`config.mk`:
```
export PLATFORM = sky130hd
export DESIGN_NAME = cdrld_top
export DESIGN_NICKNAME = d
export VERILOG_FILES = /design/src/shared/cdrld_pkg.sv /design/src/rtl/cdrld_top.sv
export SDC_FILE = /design/constraint.sdc
export NUM_CORES = 1
export LEC_CHECK = 0
export BUFFER_PORTS_ARGS = -buffer_cell sky130_fd_sc_hd__clkbuf_2
export CAP_MARGIN = 10
export CORE_MARGIN = 2
export CORE_UTILIZATION = 64
export DETAILED_ROUTE_END_ITERATION = 12
export PLACE_DENSITY = 0.92
export SYNTH_ARGS = -nofsm -noshare
export SYNTH_HDL_FRONTEND = slang
export SYNTH_SLANG_ARGS = --single-unit
```
`constraint.sdc`:
```
create_clock -name clk -period 6.4 [get_ports clk]
set_input_delay 0.32 -clock clk [delete_from_list [all_inputs] [get_ports clk]]
set_output_delay 0.32 -clock clk [all_outputs]
set_load 0.05 [all_outputs]
```
`src/shared/cdrld_pkg.sv`:
```
// constants, types and ratio decoding for the cdr lock supervisor
// assumes a single 40 MHz clock; the reference arrives as a one-cycle tick
package cdrld_pkg;

   // clock and timing
   localparam int CLK_PERIOD_NS = 25;
   localparam int RUN_TOL_NS    = 30000;
   // longest run of identical bits the loop must ride through, rounded down
   localparam int RUN_CYC       = RUN_TOL_NS / CLK_PERIOD_NS;
   localparam int GAP_W         = 11;
   localparam logic [GAP_W-1:0] RUN_LIMIT = GAP_W'(RUN_CYC);

   // nominal bit period of the recovered clock in system cycles
   localparam int PH_W = 3;
   localparam logic [PH_W-1:0] PH_LAST   = 3'h7;
   localparam logic [PH_W-1:0] PH_CENTER = 3'h4;
   localparam logic [PH_W-1:0] PH_EDGE   = 3'h1;
   localparam logic [PH_W-1:0] PH_ZERO   = 3'h0;

   // frequency check window, in reference ticks, and the ppm divisor
   localparam int CNT_W = 16;
   // 250 ticks is the shortest window whose tolerance still spans two counts at
   // ratio 8; a longer one would make every reacquisition slower
   localparam logic [CNT_W-1:0] WIN_REF = 16'h00fa;
   localparam logic [CNT_W-1:0] PPM_DIV = 16'h03e8;
   localparam logic [CNT_W-1:0] CNT_ONE = 16'h0001;
   localparam logic [CNT_W-1:0] CNT_ZERO = 16'h0000;

   // ratio select encodings and recovered-to-reference ratios
   localparam logic [1:0] SEL_R8  = 2'h0;
   localparam logic [1:0] SEL_R10 = 2'h1;
   localparam logic [1:0] SEL_R16 = 2'h2;
   localparam logic [7:0] RATIO_8  = 8'h08;
   localparam logic [7:0] RATIO_10 = 8'h0a;
   localparam logic [7:0] RATIO_16 = 8'h10;
   localparam logic [7:0] RATIO_20 = 8'h14;

   // supervisor states, gray along hold -> acquire -> lock
   typedef enum logic [1:0] {
      ST_HOLD = 2'h0,
      ST_ACQ  = 2'h1,
      ST_LOCK = 2'h3
   } cdrld_state_t;

   typedef struct packed {
      logic lock;
      logic ref_mode;
   } cdrld_status_t;

   function automatic logic [7:0] cdrld_ratio(input logic [1:0] sel);
      case (sel)
         SEL_R8:  cdrld_ratio = RATIO_8;
         SEL_R10: cdrld_ratio = RATIO_10;
         SEL_R16: cdrld_ratio = RATIO_16;
         default: cdrld_ratio = RATIO_20;
      endcase
   endfunction

   // recovered ticks expected in one window
   function automatic logic [CNT_W-1:0] cdrld_expect(input logic [1:0] sel);
      cdrld_expect = CNT_W'({8'h00, cdrld_ratio(sel)} * WIN_REF);
   endfunction

endpackage

```
`src/rtl/cdrld_top.sv`:
```
// lock supervision, retiming and reference fallback of a serial data recovery loop
// assumes ser_din and ref_tick are synchronous to clk; ratio selects are static

module cdrld_top
   import cdrld_pkg::*;
(
   // clock and reset
   input  wire logic          clk,
   input  wire logic          sys_rst,
   // line side and reference
   input  wire logic          ser_din,
   input  wire logic          ref_tick,
   // ratio selection
   input  wire logic          ratio_select_hi,
   input  wire logic          ratio_select_lo,
   // retimed stream and status
   output logic               rdata_q,
   output logic               rclk_q,
   output cdrld_status_t      status_q
);

   cdrld_state_t     state_q,   state_d;
   logic [PH_W-1:0]  phase_q,   phase_d;
   logic             prev_q,    prev_d;
   logic [GAP_W-1:0] gap_q,     gap_d;
   logic [CNT_W-1:0] refcnt_q,  refcnt_d;
   logic [CNT_W-1:0] rcnt_q,    rcnt_d;
   logic             rdata_d;
   logic             rclk_d;
   cdrld_status_t    status_d;

   logic             edge_w;
   logic             hold_w;
   logic             los_w;
   logic             win_end_w;
   logic             in_tol_w;
   logic [1:0]       sel_w;
   logic [CNT_W-1:0] expect_w;
   logic [CNT_W-1:0] tol_w;
   logic [CNT_W-1:0] diff_w;

   assign sel_w    = {ratio_select_hi, ratio_select_lo};
   assign expect_w = cdrld_expect(sel_w);
   assign tol_w    = expect_w / PPM_DIV;
   assign edge_w   = ser_din != prev_q;
   assign hold_w   = state_q == ST_HOLD;
   // a gap only counts as loss of signal once it outlasts the tolerated run
   assign los_w    = gap_q >= RUN_LIMIT;
   assign win_end_w = ref_tick && (refcnt_q == WIN_REF - CNT_ONE);
   assign diff_w   = (rcnt_q > expect_w) ? rcnt_q - expect_w : expect_w - rcnt_q;
   assign in_tol_w = diff_w <= tol_w;

   // recovered clock and retiming
   always_comb
   begin
      prev_d  = ser_din;
      // the gap saturates so a dead line can never wrap back into range
      gap_d   = edge_w ? GAP_W'(0) : (los_w ? gap_q : gap_q + GAP_W'(1));
      // in hold the phase free-runs at the nominal rate and ignores the line
      if (edge_w && !hold_w)
      begin
         phase_d = PH_EDGE;
      end
      else
      begin
         phase_d = (phase_q == PH_LAST) ? PH_ZERO : phase_q + PH_EDGE;
      end
      // both outputs are registered, so rdata_q takes its new bit in the cycle that rclk_q rises
      rclk_d  = phase_q == PH_CENTER;
      rdata_d = (phase_q == PH_CENTER) ? ser_din : rdata_q;
   end

   always_ff @(posedge clk)
   begin
      if (sys_rst)
      begin
         phase_q <= PH_ZERO;
         prev_q  <= 1'b0;
         gap_q   <= '0;
         rclk_q  <= 1'b0;
         rdata_q <= 1'b0;
      end
      else
      begin
         phase_q <= phase_d;
         prev_q  <= prev_d;
         gap_q   <= gap_d;
         rclk_q  <= rclk_d;
         rdata_q <= rdata_d;
      end
   end

   // frequency check and supervisor
   always_comb
   begin
      // the window is counted in reference ticks, so its length follows the reference
      refcnt_d = ref_tick ? (win_end_w ? CNT_ZERO : refcnt_q + CNT_ONE) : refcnt_q;
      if (win_end_w)
      begin
         rcnt_d = CNT_ZERO;
      end
      else
      begin
         rcnt_d = rclk_d ? rcnt_q + CNT_ONE : rcnt_q;
      end
      state_d = state_q;
      case (state_q)
         ST_HOLD:
         begin
            // one window on the reference, then try the data again
            if (win_end_w)
            begin
               state_d = ST_ACQ;
            end
         end
         ST_ACQ:
         begin
            // losing the line while polling goes straight back to the reference
            if (los_w)
            begin
               state_d = ST_HOLD;
            end
            else if (win_end_w)
            begin
               state_d = in_tol_w ? ST_LOCK : ST_HOLD;
            end
         end
         ST_LOCK:
         begin
            // one failing window is enough; there is no hysteresis count
            if (los_w || (win_end_w && !in_tol_w))
            begin
               state_d = ST_HOLD;
            end
         end
         default: state_d = ST_HOLD;
      endcase
      status_d.lock     = state_d == ST_LOCK;
      status_d.ref_mode = state_d == ST_HOLD;
   end

   always_ff @(posedge clk)
   begin
      if (sys_rst)
      begin
         state_q  <= ST_HOLD;
         refcnt_q <= CNT_ZERO;
         rcnt_q   <= CNT_ZERO;
         status_q <= '{lock: 1'b0, ref_mode: 1'b1};
      end
      else
      begin
         state_q  <= state_d;
         refcnt_q <= refcnt_d;
         rcnt_q   <= rcnt_d;
         status_q <= status_d;
      end
   end

   // checks
   a_center_sample: assert property (@(posedge clk) disable iff (sys_rst)
      (edge_w && !hold_w) ##1 (!edge_w) [*4] |=> rclk_q)
      else $error("sample not at bit centre");
   a_fail_unlock: assert property (@(posedge clk) disable iff (sys_rst)
      (state_q == ST_LOCK && win_end_w && !in_tol_w) |=> (!status_q.lock && status_q.ref_mode))
      else $error("frequency failure did not drop lock");
   a_gap_to_ref: assert property (@(posedge clk) disable iff (sys_rst)
      (state_q != ST_HOLD && los_w) |=> (state_q == ST_HOLD && status_q.ref_mode))
      else $error("lost signal did not fall back to reference");
   a_hold_freerun: assert property (@(posedge clk) disable iff (sys_rst)
      (hold_w && phase_q == PH_LAST) |=> (phase_q == PH_ZERO))
      else $error("phase not free-running in hold");
   a_hold_polls: assert property (@(posedge clk) disable iff (sys_rst)
      (hold_w && win_end_w) |=> (state_q == ST_ACQ))
      else $error("no reacquisition attempt after hold window");
   a_pass_locks: assert property (@(posedge clk) disable iff (sys_rst)
      (state_q == ST_ACQ && win_end_w && in_tol_w && !los_w) |=> status_q.lock)
      else $error("lock not declared on passing window");
   a_run_ridden: assert property (@(posedge clk) disable iff (sys_rst)
      (state_q == ST_LOCK && gap_q < RUN_LIMIT - GAP_W'(1) && !win_end_w) |=> status_q.lock)
      else $error("lock lost inside tolerated run");
   a_ratio_map: assert property (@(posedge clk) disable iff (sys_rst)
      (sel_w == SEL_R10) |-> (expect_w == CNT_W'(8'h0a) * WIN_REF))
      else $error("ratio select decoded wrongly");
   a_lock_mirror: assert property (@(posedge clk) disable iff (sys_rst)
      (!status_q.lock && !(state_q == ST_ACQ && win_end_w && in_tol_w && !los_w))
      |=> !status_q.lock)
      else $error("lock output returned without lock");
   // retiming: one-cycle strobe, data taken at the centre phase and then held
   a_single_strobe: assert property (@(posedge clk) disable iff (sys_rst)
      rclk_q |=> !rclk_q)
      else $error("recovered strobe wider than one cycle");
   a_centre_take: assert property (@(posedge clk) disable iff (sys_rst)
      (phase_q == PH_CENTER) |=> (rclk_q && rdata_q == $past(ser_din)))
      else $error("data not taken at bit centre");
   a_data_held: assert property (@(posedge clk) disable iff (sys_rst)
      (phase_q != PH_CENTER) |=> $stable(rdata_q))
      else $error("retimed data changed off the strobe");
   a_poll_realign: assert property (@(posedge clk) disable iff (sys_rst)
      (edge_w && !hold_w) |=> (phase_q == PH_EDGE))
      else $error("data edge ignored while polling");
   a_hold_ignores: assert property (@(posedge clk) disable iff (sys_rst)
      (hold_w && edge_w && phase_q != PH_LAST) |=> (phase_q == $past(phase_q) + PH_EDGE))
      else $error("data edge moved phase in hold");
   // supervisor: hold never jumps straight to lock, a dead line stays dead
   a_hold_no_lock: assert property (@(posedge clk) disable iff (sys_rst)
      hold_w |=> !status_q.lock)
      else $error("lock declared straight from hold");
   a_gap_sticks: assert property (@(posedge clk) disable iff (sys_rst)
      (los_w && !edge_w) |=> los_w)
      else $error("loss of signal cleared without a transition");

endmodule

```
# Yosys cells after proc, flatten, opt, wreduce, memory -nomap -nowiden
# Cells that the tools add are included.
[word_totals]
reg_bits = 53
input_bits = 6
out_inout_bits = 4
word_cells = 54
[op_classes]
n_addsub = 6
n_mul = 1
div = 1
n_lt_le_gt_ge = 3
n_eq_ne = 9
muxes = 11
n_reduce_logical = 12
[ops]
columns = ["operator", "n"]
rows = [
  ["adder 16 x 1 -> 16 bit, second input constant", 2],
  ["2-to-1 mux 16 bit", 2],
  ["subtractor 16 bit", 2],
  ["divider 16 x 10 -> 16 bit, second input constant", 1],
  ["== test 16 x 8 -> 1 bit, second input constant", 1],
  ["> comparator 16 bit", 1],
  ["less-or-equal comparator 16 bit", 1],
  ["multiplier 8 x 7 -> 15 bit, second input constant", 1],
  ["one-hot mux 5 bit (3 select lines)", 1],
  ["adder 11 x 1 -> 11 bit, second input constant", 1],
  ["greater-or-equal comparator 11 bit, second input constant", 1],
  ["2-to-1 mux 2 bit", 5],
  ["== test 2 bit, second input constant", 3],
  ["== test 3 bit, second input constant", 2],
  ["zero test 2 bit", 3],
  ["one-hot mux 2 bit (3 select lines)", 1],
  ["== test 2 x 1 -> 1 bit, second input constant", 2],
  ["OR reduction 2 bit", 2],
  ["adder 3 x 1 -> 3 bit, second input constant", 1],
  ["logical AND 1 bit", 3],
  ["OR reduction 3 bit", 1],
  ["zero test 1 bit", 2],
  ["2-to-1 mux 1 bit", 2],
  ["logical OR 1 bit", 1],
  ["inequality test 1 bit", 1],
]

# Logic depth before layout (Yosys ltp)
# Gate-level depths: netlist of run 1.
[depth]
word_depth = 12
mapped_depth = 28
ltp_nobuf = 27

# Worst setup path before layout of run 1
# Ideal clock, no wire load.
[synth_timing]
kind = "input port to flip-flop"
startpoint = "in ratio_select_hi"
endpoint = "reg status_q[0] (netlist name)"
setup_ns = 0.115
arrival_ns = 5.114
required_time_ns = 6.285
path_slack_ns = 1.171
path_stages = 28
path_buffers = 1
path_cell_list = "inv_1 ha_1 inv_1 ha_1 xnor2_1 inv_1 ha_1 a21o_1 a21o_1 a21oi_1 o21ai_0 ha_1 nand4_1 nor4_2 and4_1 a21o_1 buf_6 nand2_1 o21ai_0 ha_1 nor2b_1 o21ai_0 nand2b_1 a211oi_1 o21ai_0 a211oi_1 nand4_2 and2_1"
[synth_via]
elab_chain_len = 12
word_cells_on_any_way = 20
cone_classes = "2 x add/sub; 1 x mul; 1 x div; 2 x order compare; 2 x eq/ne; 7 x mux; 5 x reduce/logical"
[synth_lines]
columns = ["element", "line_no", "text"]
rows = [
  ["from (decl)", "cdrld_top.sv:14", "input wire logic ratio_select_hi,"],
  ["== test 2 bit, or another cell as far along", "cdrld_pkg.sv:51", "case (sel)"],
  ["one-hot mux 5 bit (3 select lines) *", "cdrld_pkg.sv:51", ""],
  ["multiplier 8 x 7 -> 15 bit *", "cdrld_pkg.sv:61", "cdrld_expect = CNT_W'({8'h00, cdrld_ratio(sel)} * WIN_REF);"],
  ["parallel branches: the longest is 2 deep, another holds divider 16 x 10 -> 16 bit", "n/a", ""],
  ["less-or-equal comparator 16 bit *", "cdrld_top.sv:51", "assign in_tol_w = diff_w <= tol_w;"],
  ["zero test 1 bit", "cdrld_top.sv:131", "if (los_w || (win_end_w && !in_tol_w))"],
  ["logical AND 1 bit", "cdrld_top.sv:131", ""],
  ["logical OR 1 bit", "cdrld_top.sv:131", ""],
  ["2-to-1 mux 2 bit", "cdrld_top.sv:131", ""],
  ["one-hot mux 2 bit (3 select lines) *", "cdrld_top.sv:107", "case (state_q)"],
  ["zero test 2 bit *", "cdrld_top.sv:139", "status_d.ref_mode = state_d == ST_HOLD;"],
  ["to (signal assigned)", "cdrld_top.sv:149", "status_q <= '{lock: 1'b0, ref_mode: 1'b1};"],
  ["to (signal assigned)", "cdrld_top.sv:156", "status_q <= status_d;"],
  ["to (decl)", "cdrld_top.sv:19", "output cdrld_status_t status_q"],
]
# Every way passes the cells marked *.
# A chain may end at the register's enable or synchronous reset.

# Final worst setup path of run 1
# Same ends and word-level chain as after synthesis.

==> results_dict.tcl, run 1 <==
set metrics [dict create \
    status "finished clean" \
    final-setup-viol-count 0 \
    synthesis.area_um2 4260 \
    cts_tree "yes" \
    routabilityCongestion 1.06 \
    start_util 0.667 \
    drive_gt1_frac 0.0561 \
    vdd_drop_max_v 0.000170 \
    post_cts_buffers 0 \
    ios 10 \
    grt_pass1_vias 3833 \
    final_max_slew_viol_count 0 \
    htreeDepth 2 \
    fin_skew_ns 0.0191 \
    drt-wirelength-per-cell_um 16.6 \
    numPortBuffers 9 \
    postRouteAntennaNets 0 \
    path_class "in -> reg" \
    synth-xor-area-share 0.0925 \
    n_antenna_cell 0 \
    slowest_delay_ns 0.42 \
    clk_latency_ns 0.33 \
    dr.pass1.iters 5 \
    antenna_found_initial 0 \
    dr_total_vias 4049 \
    finalHoldViolCount 0 \
    cp_slowest_cell "ha_1" \
    post-route-min-period_ns 5.84 \
    reg2reg_to "status_q[0]" \
    p_total_mw 0.712 \
    synth_mux_area_frac 0.0103 \
    synth_cell_types 60 \
    ctsResizeCount 0 \
    power.density_nw_per_um2 160 \
    hold_start "ser_din" \
    area_growth_pct 4.08 \
    path_clk_slew_ns 0.11 \
    synth_compound_area_frac 0.171 \
    drv_cap 0 \
    dp_hpwl_um 7830 \
    grt_usage 0.288 \
    final_cell_mix "75 x nor2_1, 53 x dfxtp_1, 52 x ha_1" \
    drt-total-wl_um 10400 \
    crit_fanout 11 \
    clock_path_buffers 2 \
    cts_hold_buf 0 \
    drt_iter0_markers 364 \
    syn_inst 551 \
    grt_max_degree 25 \
    final_cells 630 \
    seq_area_frac_synth 0.249 \
    hp-class "in -> reg" \
    placedCellCount 622 \
    clock_sinks 53 \
    synth_edf_count 0 \
    die_w_um 85.6 \
    ys_ff_latch 53 \
    slew_headroom 0.343 \
    whs_path_depth 3 \
    multi_input_area_um2 2940 \
    pre_cts_slack_ns 0.325 \
    grt-ovfl-total 0 \
    synthFlopType "dfxtp_1" \
    fillers 493 \
    leakage_nw 1.76 \
    syn-num-nets 611 \
    crit_top_cell "ha_1" \
    drc 0 \
    crit_path_end_kind "flop" \
    yosysWarnings 0 \
    register_area_um2 1060 \
    rows 29 \
    crit_start "ratio_select_hi" \
    required_ns 6.62 \
    fmax_ghz 0.171 \
    synthAdderAreaFrac 0.162 \
    synthSimpleGateAreaFrac 0.255 \
    cts-buffers-inserted 5 \
    core_um2 6390 \
    cts-root-buf "clkbuf_8" \
    final_util 0.695 \
    tightest_slew_ns 0.977 \
    arrival_ns 6.06 \
    ys_async_sr_fraction 0 \
    die_height_um 85.6 \
    setup_ws_ns 0.563 \
    grt_pass1_wl_um 17300 \
    rrSetupSlack_ns 2.20 \
    post_synth.cell_area_avg_um2 7.73 \
    dieArea_um2 7330 \
    final_common_cell "nor2_1" \
    cp-start-kind "primary input" \
    whs_endpoint "rdata_q" \
    tns_ns 0 \
    nNetsFinal 612 \
    synth_top_family_by_area "simple AND/OR/NAND/NOR gates" \
    min_period_over_period 0.912 \
    r2r_start "rcnt_q[3]" \
    rsz0062_at_grt "false" \
    worstRegToRegCells 17 \
    via_per_inst 6.43 \
]
-- Yosys cell counts (2+ instances only) --
master     count  area share
o211ai_1       3      0.0053
nor2_1        75       0.066
nand4_1       13       0.019
o21ai_0       23       0.027
o31ai_1        5      0.0088
fa_1           2      0.0094
and4_1         4      0.0082
nand3b_1       4      0.0070
a31oi_1        4      0.0059
nand2b_1       6      0.0088
inv_1         46       0.041
buf_2          5      0.0059
a211oi_1       7       0.012
nor2b_1        4      0.0059
a31o_2         2      0.0041
dfxtp_1       53        0.25
nor3_1        15       0.018
nand2_1       45       0.040
o41ai_1        2      0.0041
a21oi_1       32       0.038
ha_1          52        0.15
and2_1         6      0.0088
nand3_1       18       0.021
and3_1         9       0.013
xnor2_1       26       0.053
xor2_1        19       0.039
a211o_1        2      0.0041
o21a_1         5      0.0088
or4_1          3      0.0053
o221ai_1       2      0.0041
nor4_1         4      0.0059
or3_1          4      0.0059
nor3b_1        4      0.0070
clkbuf_1      11      0.0097
o2111ai_1      2      0.0041
a21o_1         6       0.011
o32ai_1        3      0.0062
mux2_2         3      0.0079
-- state kept, by name (all words and copies together) (netlist names) --
name,count
gap_q,11
phase_q,3
prev_q,1
rclk_q,1
rcnt_q,16
rdata_q,1
refcnt_q,16
state_q,2
status_q,2
-- report_power, final --
group | leakage (nW) | internal, mW | total (mW) | switching (mW)
Sequential | 0.428 | 0.334 | 0.339 | 0.00439
Clock | 0.0423 | 0.0800 | 0.209 | 0.129
Combinational | 1.29 | 0.0628 | 0.164 | 0.101
Total | 1.76 | 0.477 | 0.712 | 0.235
-- layer usage --
metal | global-route usage | up-vias | part of all wire
li1 | - | 1926 | -
met1 | 0.370 | 1869 | 0.43
met2 | 0.461 | 213 | 0.45
met3 | 0.0760 | 41 | 0.097
met4 | 0.114 | 0 | 0.028
met5 | 0 | - | 0
-- how the worst max path moves through the flow --
stage               cells after the start     endpoint  slack [ns]
finish                                 28  status_q[0]        0.56
global route                           27  status_q[1]        0.16
CTS                                    28  status_q[0]        0.65
detailed placement                     28  status_q[0]        0.33
global placement                       27  status_q[0]        0.71
floorplan                              28  status_q[0]        1.17
-- cell families after synthesis --
kind of cell / after synthesis
xor gates and xnor gates: 45
buffers and inverters: 64
adders and majority gates: 54
AOI/OAI and AO/OA: 110
muxes: 4
and+or+nand+nor: 221
DFF: 53
-- metrics by stage --
stage	hold slack, ns	area, um2
6_report	0.273	4440
3_5_place_dp	0.455	4340
4_1_cts	0.269	4440
2_1_floorplan	0.440	4260
5_1_grt	0.286	4440
3_3_place_gp	0.448	4340
-- area by class of cell --
| type | instances | area share |
|---|---|---|
| timing repair buffer | 12 | 0.0152 |
| tap | 77 | 0.0217 |
| sequential | 53 | 0.239 |
| inverter | 46 | 0.0389 |
| clock inverter | 3 | 0.00592 |
| clock buffer | 5 | 0.0155 |
| multi-input combinational | 434 | 0.663 |
-- critical path, delay by kind of cell --
kind            cells  cell delay (ns)
simple gates        8             1.56
fa+ha+maj           5             1.69
xor+xnor            1             0.26
buf+inv             4             0.49
compound gates     10             1.74
No activity file was read; power rests on OpenSTA's default activity.
==> run 2: changes to the inputs <==
Settings changed: CORE_MARGIN 2 to default, RECOVER_POWER from default to 25.
Clock period 6.4 ns to 6 ns, I/O delays scaled along.
==> run 2 against run 1 <==
  * Non-clock buffer count increased by 2
  * Worst setup slack got worse by 0.10 ns
  * First-iteration DRC count increased by 17%
  * Utilization increased by 0.14 points
  * Die area decreased by 4.6%
  * Clock power increased by 7%
  * Worst hold slack got worse by 0.042 ns
  * Critical path depth decreased by 2
  * Global-route usage increased by 2.2 points
  * Sequential share of layout area about the same
  * Design area increased by 0.20%
==> results_dict.tcl, run 2 (synthesized netlist as in run 1, its figures left out) <==
set metrics [dict create \
    placedCellCount 624 \
    rsz0062_at_grt "false" \
    required_ns 6.21 \
    dr.pass1.iters 5 \
    final_cells 632 \
    cts_tree "yes" \
    ctsResizeCount 0 \
    postRouteAntennaNets 0 \
    slew_headroom 0.378 \
    drt_iter0_markers 427 \
    status "finished clean" \
    hp-class "in -> reg" \
    clock_sinks 53 \
    routabilityCongestion 0.987 \
    cts-buffers-inserted 5 \
    drv_cap 0 \
    die_w_um 83.6 \
    finalHoldViolCount 0 \
    cp_slowest_cell "a21oi_1" \
    clock_path_buffers 2 \
    antenna_found_initial 0 \
    fmax_ghz 0.180 \
    cts-root-buf "clkbuf_8" \
    core_um2 6390 \
    cts_hold_buf 0 \
    final_max_slew_viol_count 0 \
    crit_top_cell "ha_1" \
    reg_top3 "rcnt_q (16), refcnt_q (16), gap_q (11)" \
    clk_latency_ns 0.33 \
    post_cts_buffers 0 \
    critPathTopFamily "compound AO/OA/AOI/OAI gates" \
    nNetsFinal 614 \
    post-route-min-period_ns 5.54 \
    dp_hpwl_um 7950 \
    grt_usage 0.310 \
    crit_fanout 8 \
    tns_ns 0 \
    drc 0 \
    cp-start-kind "primary input" \
    drt-total-wl_um 10500 \
    power.density_nw_per_um2 172 \
    htreeDepth 2 \
    slowest_delay_ns 0.47 \
    leakage_nw 1.75 \
    ios 10 \
    area_growth_pct 4.29 \
    final_cell_mix "75 x nor2_1, 53 x dfxtp_1, 52 x ha_1" \
    rows 29 \
    grt_pass1_vias 3872 \
    drive_gt1_frac 0.0505 \
    path_class "in -> reg" \
    final_common_cell "nor2_1" \
    fin_skew_ns 0.0234 \
    grt_max_degree 19 \
    min_period_over_period 0.924 \
    drt-wirelength-per-cell_um 16.6 \
    grt_pass1_wl_um 17900 \
    grt-ovfl-total 0 \
    tightest_slew_ns 0.925 \
    dieArea_um2 6990 \
    critPathBufInv 3 \
    die_height_um 83.6 \
    arrival_ns 5.75 \
    numPortBuffers 9 \
    final-setup-viol-count 0 \
    vdd_drop_max_v 0.000155 \
    start_util 0.667 \
    n_antenna_cell 0 \
    via_per_inst 6.40 \
    path_clk_slew_ns 0.12 \
    fillers 515 \
    crit_path_end_kind "flop" \
    dr_total_vias 4042 \
]
[run 2: cell types whose count changed in the layout (fill, tap and decap cells not counted)]
cell / delta
and2_0: +3
and2_1: -3
buf_4: +2
clkbuf_1: +5
clkbuf_2: -5
[run 2: worst paths after layout]
kind                   startpoint           to  slack (ns)  depth (start not counted)
setup reg to reg       rcnt_q[10]  status_q[0]        1.99                         16
setup / recovery  ratio_select_lo  status_q[0]        0.46                         26
hold reg to reg           rdata_q      rdata_q        0.47                          2
hold / removal            ser_din       prev_q        0.23                          2
[run 2: worst reg2reg max path, stage by stage (launching register included)]
cell	delay (ns)
dfxtp_1	0.41
inv_1	0.10
ha_1	0.47
nand4_1	0.19
nor4_2	0.36
a311oi_2	0.21
a21oi_1	0.47
nor2_1	0.13
xnor2_1	0.15
ha_1	0.30
o21ai_0	0.10
nand2b_1	0.09
a211oi_1	0.23
o21ai_0	0.12
a211oi_1	0.22
nand4_2	0.17
and2_1	0.18
[run 2: report_power, final]
group | internal [mW] | switching, mW | total [mW] | leakage (nW)
Sequential | 0.357 | 0.00481 | 0.362 | 0.428
Combinational | 0.0678 | 0.112 | 0.180 | 1.28
Clock | 0.0854 | 0.139 | 0.224 | 0.0423
[run 2: per-layer routing]
layer / vias to the layer above / track usage / routed length, um
met2: 222 / 0.500 / 4830
li1: 1929 / - / -
met4: 0 / 0.109 / 246
met1: 1859 / 0.409 / 4430
met5: - / 0 / 0
met3: 32 / 0.0673 / 970
[run 2: cell type report]
class,instances,area (um2),area share
well taps,77,96.3,0.0217
multi-input cells,434,2940,0.662
inverters,46,173,0.0389
flip-flops and latches,53,1060,0.239
repair buffers,14,76.3,0.0172
clock buffers,5,68.8,0.0155
clock inverters,3,26.3,0.00591
[run 2: through the flow]
step	setup WS, ns	utilization	total power, mW	area [um2]	hold WS, ns
final	0.458	0.696	0.765	4440	0.231
after global routing	0.00484	0.696	0.797	4440	0.244
after CTS	0.582	0.697	0.761	4450	0.236
after detailed placement	0.259	0.682	0.541	4360	0.459
after global placement	0.584	0.682	0.532	4360	0.443
after floorplan	0.791	-	0.500	4260	0.428
